<file path="src/offcore_filter_pkg.sv">
/*
 * Constants and types for the off-core response match filter.
 * Assumes a 64-bit configuration word per event and one core clock.
 */
package offcore_filter_pkg;

   // ----------------------------------------------------------------
   // Configuration word layout
   // ----------------------------------------------------------------
   localparam int CFG_W = 64;
   localparam int REQ_LSB = 0;
   localparam int REQ_W = 16;
   localparam int SUP_LSB = 16;
   localparam int SUP_W = 15;
   localparam int SNP_LSB = 31;
   localparam int SNP_W = 7;
   localparam int TOP_W = CFG_W - SNP_LSB - SNP_W;
   localparam logic [CFG_W-1:0] CFG_RESET = 64'h0000_0000_0000_0000;

   // ----------------------------------------------------------------
   // Request-type bit positions
   // ----------------------------------------------------------------
   localparam int demand_data_read_sel = 0;
   localparam int demand_ownership_read_sel = 1;
   localparam int demand_instruction_fetch_sel = 2;
   localparam int modified_writeback_sel = 3;
   localparam int l2_prefetch_data_sel = 4;
   localparam int l2_prefetch_ownership_sel = 5;
   localparam int l2_prefetch_code_sel = 6;
   localparam int l3_prefetch_data_sel = 7;
   localparam int l3_prefetch_ownership_sel = 8;
   localparam int l3_prefetch_code_sel = 9;
   localparam int split_or_uncached_lock_sel = 10;
   localparam int streaming_store_sel = 11;
   localparam int other_request_sel = 15;

   // ----------------------------------------------------------------
   // Supplier bit positions (absolute within the word)
   // ----------------------------------------------------------------
   localparam int any_response_sel = 16;
   localparam int no_supplier_info_sel = 17;
   localparam int l3_modified_hit_sel = 18;
   localparam int l3_exclusive_hit_sel = 19;
   localparam int l3_shared_hit_sel = 20;
   localparam int l3_forward_hit_sel = 21;
   localparam int local_dram_sel = 22;
   localparam int l4_near_hit_sel = 22;
   localparam int l4_far_hop0_sel = 23;
   localparam int l4_far_hop1_sel = 24;
   localparam int l4_far_hop2plus_sel = 25;
   localparam int far_supplier_hop0_sel = 27;
   localparam int far_supplier_hop1_sel = 28;
   localparam int far_supplier_hop2plus_sel = 29;

   // ----------------------------------------------------------------
   // Product variants
   // ----------------------------------------------------------------
   typedef enum logic [2:0] {
      VARIANT_CLIENT = 3'h1,
      VARIANT_L4 = 3'h2,
      VARIANT_SERVER = 3'h4
   } variant_t;

   typedef struct packed {
      logic [TOP_W-1:0] unused;
      logic [SNP_W-1:0] snoop;
      logic [SUP_W-1:0] supplier;
      logic [REQ_W-1:0] req;
   } match_cfg_t;

   // One off-core response as reported by the uncore interface
   typedef struct packed {
      logic valid;
      logic [REQ_W-1:0] req;
      logic [SUP_W-1:0] supplier;
      logic [SNP_W-1:0] snoop;
   } offcore_rsp_t;

endpackage : offcore_filter_pkg

</file>
<file path="src/offcore_response_event_filter.sv">
/*
 * Off-core response event filter: per-event match configuration words,
 * a qualifier for each off-core response, and one counter per event.
 * Assumes responses and configuration accesses come from logic on
 * sys_clk_i; software programs a word before enabling its counter.
 */
// Summary of operation
// - One configuration word per off-core event
// - Request-type mask occupies bits 15:0
// - Supplier mask occupies bits 30:16
// - Snoop-response mask occupies bits 37:31
// - Bit 0: demand data and page-walk reads
// - Bit 1: demand and prefetch ownership reads
// - Bit 2: demand and L1 instruction reads
// - Bit 3: modified line writebacks
// - Bits 4-6: second-level prefetcher requests
// - Bits 7-9: third-level prefetcher requests
// - Bit 10: split or uncacheable locks
// - Bit 11 streaming stores; 14:12 reserved
// - Bit 15: any other interface request
// - Supplier bit 16 matches any response
// - Bit 17: no supplier information
// - Bits 18-20: L3 M, E, S hits
// - Client: bit 22 local DRAM
// - L4 variant: bits 22-25 fourth-level hits
// - Server: bits 27-29 remote miss suppliers
`timescale 1ns/100ps

module offcore_response_event_filter #(
   parameter int NUM_EVENTS = 2,
   parameter int CNT_W = 48,
   parameter offcore_filter_pkg::variant_t VARIANT = offcore_filter_pkg::VARIANT_CLIENT,
   localparam int IDX_W = (NUM_EVENTS > 1) ? $clog2(NUM_EVENTS) : 1
) (
   input wire logic sys_clk_i,
   input wire logic reset_i,
   input wire logic cfg_wr_i,
   input wire logic cfg_rd_i,
   input wire logic [IDX_W-1:0] cfg_sel_i,
   input wire logic [offcore_filter_pkg::CFG_W-1:0] cfg_wdata_i,
   input wire logic [NUM_EVENTS-1:0] count_en_i,
   input wire logic [NUM_EVENTS-1:0] count_clr_i,
   input wire offcore_filter_pkg::offcore_rsp_t rsp_i,
   output logic [offcore_filter_pkg::CFG_W-1:0] cfg_rdata_o,
   output logic cfg_rvalid_o,
   output logic [NUM_EVENTS-1:0] match_o,
   output logic [NUM_EVENTS*CNT_W-1:0] count_o
);

   // ----------------------------------------------------------------
   // Writable bits per variant
   // ----------------------------------------------------------------
   // Reserved bits are dropped on write so they always read back as
   // zero; a careless write of ones cannot widen the match.
   function automatic logic [offcore_filter_pkg::CFG_W-1:0] writable_mask(
      input offcore_filter_pkg::variant_t v
   );
      logic [offcore_filter_pkg::CFG_W-1:0] m;
      m = '0;
      m[offcore_filter_pkg::demand_data_read_sel] = 1'b1;
      m[offcore_filter_pkg::demand_ownership_read_sel] = 1'b1;
      m[offcore_filter_pkg::demand_instruction_fetch_sel] = 1'b1;
      m[offcore_filter_pkg::modified_writeback_sel] = 1'b1;
      m[offcore_filter_pkg::l2_prefetch_data_sel] = 1'b1;
      m[offcore_filter_pkg::l2_prefetch_ownership_sel] = 1'b1;
      m[offcore_filter_pkg::l2_prefetch_code_sel] = 1'b1;
      m[offcore_filter_pkg::l3_prefetch_data_sel] = 1'b1;
      m[offcore_filter_pkg::l3_prefetch_ownership_sel] = 1'b1;
      m[offcore_filter_pkg::l3_prefetch_code_sel] = 1'b1;
      m[offcore_filter_pkg::split_or_uncached_lock_sel] = 1'b1;
      m[offcore_filter_pkg::streaming_store_sel] = 1'b1;
      m[offcore_filter_pkg::other_request_sel] = 1'b1;
      m[offcore_filter_pkg::any_response_sel] = 1'b1;
      m[offcore_filter_pkg::no_supplier_info_sel] = 1'b1;
      m[offcore_filter_pkg::l3_modified_hit_sel] = 1'b1;
      m[offcore_filter_pkg::l3_exclusive_hit_sel] = 1'b1;
      m[offcore_filter_pkg::l3_shared_hit_sel] = 1'b1;
      m[offcore_filter_pkg::SNP_LSB +: offcore_filter_pkg::SNP_W] = '1;
      case (v)
         offcore_filter_pkg::VARIANT_CLIENT: begin
            m[offcore_filter_pkg::local_dram_sel] = 1'b1;
         end
         offcore_filter_pkg::VARIANT_L4: begin
            m[offcore_filter_pkg::l4_near_hit_sel] = 1'b1;
            m[offcore_filter_pkg::l4_far_hop0_sel] = 1'b1;
            m[offcore_filter_pkg::l4_far_hop1_sel] = 1'b1;
            m[offcore_filter_pkg::l4_far_hop2plus_sel] = 1'b1;
         end
         offcore_filter_pkg::VARIANT_SERVER: begin
            m[offcore_filter_pkg::l3_forward_hit_sel] = 1'b1;
            m[offcore_filter_pkg::local_dram_sel] = 1'b1;
            m[offcore_filter_pkg::far_supplier_hop0_sel] = 1'b1;
            m[offcore_filter_pkg::far_supplier_hop1_sel] = 1'b1;
            m[offcore_filter_pkg::far_supplier_hop2plus_sel] = 1'b1;
         end
         default: begin
            m = m;
         end
      endcase
      return m;
   endfunction : writable_mask

   // ----------------------------------------------------------------
   // Match qualifier
   // ----------------------------------------------------------------
   function automatic logic rsp_matches(
      input offcore_filter_pkg::match_cfg_t c,
      input offcore_filter_pkg::offcore_rsp_t r
   );
      logic req_hit;
      logic rsp_hit;
      logic any_hit;
      req_hit = |(c.req & r.req);
      any_hit = c.supplier[offcore_filter_pkg::any_response_sel - offcore_filter_pkg::SUP_LSB];
      rsp_hit = any_hit | (|(c.supplier & r.supplier)) | (|(c.snoop & r.snoop));
      return r.valid & req_hit & rsp_hit;
   endfunction : rsp_matches

   localparam logic [offcore_filter_pkg::CFG_W-1:0] WR_MASK = writable_mask(VARIANT);

   // ----------------------------------------------------------------
   // State
   // ----------------------------------------------------------------
   typedef struct packed {
      offcore_filter_pkg::match_cfg_t [NUM_EVENTS-1:0] cfg;
      logic [NUM_EVENTS-1:0][CNT_W-1:0] count;
      logic [NUM_EVENTS-1:0] match;
      logic [offcore_filter_pkg::CFG_W-1:0] rdata;
      logic rvalid;
   } filter_state_t;

   filter_state_t state_ff;
   filter_state_t nxt_state;

   always_comb begin
      nxt_state = state_ff;
      nxt_state.rvalid = cfg_rd_i;
      if (cfg_rd_i) begin
         nxt_state.rdata = state_ff.cfg[cfg_sel_i];
      end
      if (cfg_wr_i) begin
         nxt_state.cfg[cfg_sel_i] = cfg_wdata_i & WR_MASK;
      end
      for (int e = 0; e < NUM_EVENTS; e++) begin
         // Each event qualifies against its own word only
         nxt_state.match[e] = count_en_i[e] & rsp_matches(state_ff.cfg[e], rsp_i);
         if (count_clr_i[e]) begin
            nxt_state.count[e] = '0;
         end else if (state_ff.match[e]) begin
            nxt_state.count[e] = state_ff.count[e] + CNT_W'(1);
         end
      end
   end

   always_ff @(posedge sys_clk_i) begin
      if (reset_i) begin
         state_ff <= '0;
      end else begin
         state_ff <= nxt_state;
      end
   end

   // ----------------------------------------------------------------
   // Outputs
   // ----------------------------------------------------------------
   assign cfg_rdata_o = state_ff.rdata;
   assign cfg_rvalid_o = state_ff.rvalid;
   assign match_o = state_ff.match;
   assign count_o = state_ff.count;

endmodule : offcore_response_event_filter

</file>
<file path="config.mk">
export PLATFORM = sky130hd
export DESIGN_NAME = offcore_response_event_filter
export DESIGN_NICKNAME = d
export VERILOG_FILES = /design/src/offcore_filter_pkg.sv /design/src/offcore_response_event_filter.sv
export SDC_FILE = /design/constraint.sdc
export NUM_CORES = 1
export LEC_CHECK = 0
export BUFFER_PORTS_ARGS = -buffer_cell sky130_fd_sc_hd__clkbuf_2
export CORE_ASPECT_RATIO = 1.4
export CORE_MARGIN = 8
export CORE_UTILIZATION = 40
export DETAILED_ROUTE_END_ITERATION = 8
export GPL_ROUTABILITY_DRIVEN = 0
export SETUP_SLACK_MARGIN = 0.3
export SLEW_MARGIN = 20
export SYNTH_ARGS = -nofsm -noshare
export SYNTH_HDL_FRONTEND = slang
export SYNTH_SLANG_ARGS = --single-unit
export TNS_END_PERCENT = 50
</file>
<file path="constraint.sdc">
create_clock -name sys_clk_i -period 2.2 [get_ports sys_clk_i]
set_input_delay 0.44 -clock sys_clk_i [delete_from_list [all_inputs] [get_ports sys_clk_i]]
set_output_delay 0.44 -clock sys_clk_i [all_outputs]
set_load 0.01 [all_outputs]
</file>
=== Yosys cells after proc, flatten, opt, wreduce, memory -nomap -nowiden ===
Index checks and enable logic that the tools add are counted.
W data, S select, Z words.

* Multiplexer cells: 5
* Order comparisons: 2
* $add $sub $neg: 2
* Bitwise operators: 16
* Reductions and logical operators: 9

{| class="wikitable"
|+ Operator list
! kind !! number
|-
| $mux W64 || 3
|-
| $bwmux W128 || 1
|-
| $add A48 B1 Y48 const B || 2
|-
| $demux W64 S1 || 1
|-
| $and A16 B16 Y16 || 2
|-
| $reduce_or A16 Y1 || 2
|-
| $and A15 B15 Y15 || 2
|-
| $reduce_or A15 Y1 || 2
|-
| $and A7 B7 Y7 || 2
|-
| $reduce_or A7 Y1 || 2
|-
| $and A1 B1 Y1 || 6
|-
| $or A1 B1 Y1 || 4
|-
| $reduce_or A2 Y1 || 2
|-
| $lt A1 B2 Y1 const B || 1
|-
| $ge A1 B1 Y1 const B || 1
|-
| $logic_and A1 B1 Y1 || 1
|}

* Bits in registers: 291
* Output and inout port bits: 163
* Word-level logic and storage cells: 47

=== Logic depth before layout (Yosys ltp) ===
* Depth in word-level cells: 6
* Mapped depth: 7
* Mapped depth without buffers: 5

=== Least setup slack after synthesis ===
Ideal clock, no wire load.

* Kind: reg-to-reg
* From: register state_ff (netlist bit count_o[0])
* To: register state_ff (netlist bit count_o[24])
* Cell stages (with the launch flop): 7
* Arrival: 1800 ps
* Buffers on the path: 1
* Setup slack: 265 ps
* Setup time: 135 ps
* Cells stage by stage: dfxtp_1 -> ha_1 -> nand4_1 -> or4_1 -> clkbuf_1 -> o311ai_0 -> o41ai_1

* Cells in the longest elaborated chain, start to end: 1

{| class="wikitable"
|+ RTL lines
! item !! RTL line !! RTL
|-
| from (decl) || offcore_response_event_filter.sv:132 || <nowiki>filter_state_t state_ff;</nowiki>
|-
| from (signal assigned) || offcore_response_event_filter.sv:159 || <nowiki>state_ff <= nxt_state;</nowiki>
|-
| $add A48 B1 Y48 || offcore_response_event_filter.sv:150 || <nowiki>nxt_state.count[e] = state_ff.count[e] + CNT_W'(1);</nowiki>
|}

No other way between the ends.
A chain may end at the register's enable or synchronous reset.

=== Worst setup path after layout ===
* From: register state_ff (netlist bit count_o[55])
* To: register state_ff (netlist bit count_o[67])

Same word-level chain as after synthesis.

==> out/metrics.cfg <==
[route]
route.vias.total = 8254
number_of_search_and_repair_iterations_in_the_first_detailed_routing_pass = 5
totalWireLength_um = 26430
detail_route.drc_violations = 0
vias_per_cell = 5.301
detailedRoute.firstIterationViolations = 385
post_drt_wl_per_cell_um = 16.97
ant_nets = 0

[sta]
setup-tns-final_ns = 0
timing_hold_violations_final = 0
rsz0062_at_grt = true
period_minus_slack_ns = 1.898
final.setup_skew_ns = 0.01120
timing_max_transition_violations_final = 0
final-setup-viol-count = 0
timing.final.crit_share = 0.8629
achievable-frequency_mhz = 526.8
actual_transition_at_the_worst_max_transition_pin_ns = 0.7245
relSlewSlack = 0.5170

[power_and_ir_drop]
power_frac_comb = 0.073
clock_power_share = 0.450
power.switching_uw = 1676
power_per_cell_area_nw_per_um2 = 635.0
total_leakage_power_uw = 0.004171
p_int_uw = 5277
power.switching_fraction = 0.2410
irDropWorstVdd_mv = 0.5456
seq_power_share = 0.478

[hold_path]
worst_hold_path_class = primary input to register
hold_path_depth = 3
end_point_of_the_most_critical_hold_path = state_ff[258]
worstHoldStart = cfg_wdata_i[31]

[final_layout]
post_route_cells_drive_above_1_share = 0.2974
finalNetCount = 1352
syn_to_final_growth_pct = 15.54
fin_area_sq_um = 10950
utilization = 0.4702
number_of_antenna_cells_inserted = 0
fillCellCount = 2337

[cts]
clock_sink_count = 177
cts_tree = yes
cts_buffer_depth = 2
clock_tree.htree_level_count = 4
clock_latency_reported_for_the_late_side_of_the_worst_skew_pair_ns = 0.44
cts.reportedPaths.clkPinSlew_ns = 0.07
cts_made_buffers = 17
clock_root_buffer = clkbuf_16

[placed_design]
place.port_buffers = 185
dp_hpwl_um = 18790
placed_cell_area_sq_um = 9834

[grt]
grt_antenna_before_repair = 1
via_count_of_the_first_global_routing_pass = 8015
gr-max-usage-layer = met2
congestion_overflow_gr = 0
globalRouteMet1Util = 0.1973
globalRouteMet2Util = 0.3075
met3_usage = 0.05300
wire_length_of_the_first_global_routing_pass_um = 41520
global_route.usage.total = 0.1747
pin_count_of_the_biggest_net_entering_global_routing = 52

[worst_setup_path]
worst_r2r_startpoint = count_o[55]
timing.rr.end = count_o[67]
register_to_register_path_setup_slack_ns = 0.30
cp.arrival_ns = 2.26
critical_path_data_required_time_ns = 2.56
worst_setup_path_end_kind = register
setup.worst_path.start_class = register
r2r.worst_path.cells = 5
cp_max_fo = 14
crit_type = register to register

[run]
timing.max_cap.violations = 0

[yosys]
postSynth.topFlopCell = dfxtp_1
synth-edff-count = 0
synth.top_cell.area_share = 0.3739
synth.top_cells.by_area = dfxtp_1 37%, buf_4 13%, nand2_1 6.7%
asyncSetResetFlopFracSynth = 0
yosysSeqAreaShare = 0.3739
fraction_of_synthesized_area_in_multiplexers = 0.05809
yosys.cell_types.count = 45
main_combinational_cell_family_by_area_after_synthesis = simple AND/OR/NAND/NOR gates
area_fraction_in_compound_gates_after_synthesis = 0.1254
syn_inst = 1158
yosys_warnings = 0
yosys.area_share.xor_xnor = 0.01941
most_frequent_cells_after_synthesis = 177 x dfxtp_1, 168 x nand2_1, 162 x buf_4
synth.largest_area_cell = dfxtp_1
post_synthesis_share_of_cell_area_spent_on_and_or_nand_and_nor_gates = 0.2525
synthesis.area_sq_um = 9478
synth-adder-area-share = 0.002640
post-synth-top-count-cell = dfxtp_1
synthesis.area_per_instance_sq_um = 8.185
synth.ff_latch_count = 177

[status]
status = complete, no violations

[floorplan]
initial_utilization = 0.4070
horiz_die_dim_um = 146.1
die_area_sq_um = 28950
die_h_um = 198.1
placementRows = 66
boundaryPins = 275
core_area_sq_um = 23290

## state kept, by name, summed over array words and instances (netlist names)
signal,count
cfg_rdata_o,26
state_ff,52
match_o,2
count_o,96
cfg_rvalid_o,1
## how the worst max path moves through the flow
stage	startpoint	end	slack, ns	cells after the start
5_1_grt	count_o[48]	count_o[88]	0.23	6
6_report	count_o[55]	count_o[67]	0.30	5
4_1_cts	count_o[72]	count_o[82]	0.18	5
3_3_place_gp	match_o[1]	count_o[95]	0.02	5
3_5_place_dp	match_o[1]	count_o[95]	-0.02	5
2_1_floorplan	count_o[65]	count_o[89]	0.30	6
## final cells by class
cell class	instances	area (sq um)	area share
sequential	177	3605	0.3292
clock inverter	9	132.6	0.01211
timing repair buffer	258	1569	0.1433
clock buffer	23	457.9	0.04182
multi-input combinational	772	4758	0.4345
inverter	12	45.04	0.004113
tap	306	382.9	0.03496
## timing repair
item | in CTS | in global routing
endpoints found under the setup margin | 57 | 61
cloned | 0 | 3
pin swaps | 3 | 20
hold buffers | 0 | 0
resized for setup | 39 | 65
buffers inserted | 6 | 12
## stage by stage
stage          cells  setup WS, ns  total power [uW]  hold slack [ns]
6_report        1557        0.3017              6953           0.2261
3_5_place_dp    1504      -0.02204              3909           0.4624
4_1_cts         1542        0.1769              7017           0.2143
3_3_place_gp    1504       0.02495              3905           0.4568
5_1_grt         1557        0.2296              7219           0.2203
2_1_floorplan   1195        0.2982              3781           0.4438
## cells by family after synthesis
| kind of cell | after synthesis |
|---|---|
| simple gates | 463 |
| flops | 177 |
| other cells | 1 |
| mux | 55 |
| buf+inv | 247 |
| fa+ha+maj | 2 |
| compound gates | 192 |
| xor+xnor | 21 |
## placed cells by master, fill, tap and decap left out, types with 13 or more instances in the layout
master	instances
clkbuf_2	184
a21oi_1	90
nor2_1	53
nand3_1	36
nor4_2	15
dfxtp_1	144
o31ai_1	19
buf_4	67
and3_1	13
nand2_1	168
nand4_1	37
a22oi_1	18
or4_1	17
o21ai_0	19
conb_1	38
or3_1	49
dfxtp_2	25
a211oi_1	26
clkbuf_16	19
mux2i_1	55
## worst max-delay path, stage by stage (launching register included)
cell and delay [ns]:
dfxtp_4 0.36, nand4_4 0.13, or4_4 0.56, buf_8 0.16, or4_4 0.48, a21oi_2 0.13
## layer usage
metal	share of wire	up-vias
li1	-	4094
met1	0.42	3900
met2	0.51	224
met3	0.061	36
met4	0.016	0
met5	0	-
## power groups by stage
stage	combinational [uW]	clock, uW	sequential [uW]
global placement	504	0	3400
CTS	508	3180	3330
global route	562	3330	3330
finish	505	3130	3320
detailed placement	506	0	3400
floorplan	394	0	3390
Note: power is estimated with default switching activity, not from simulation.
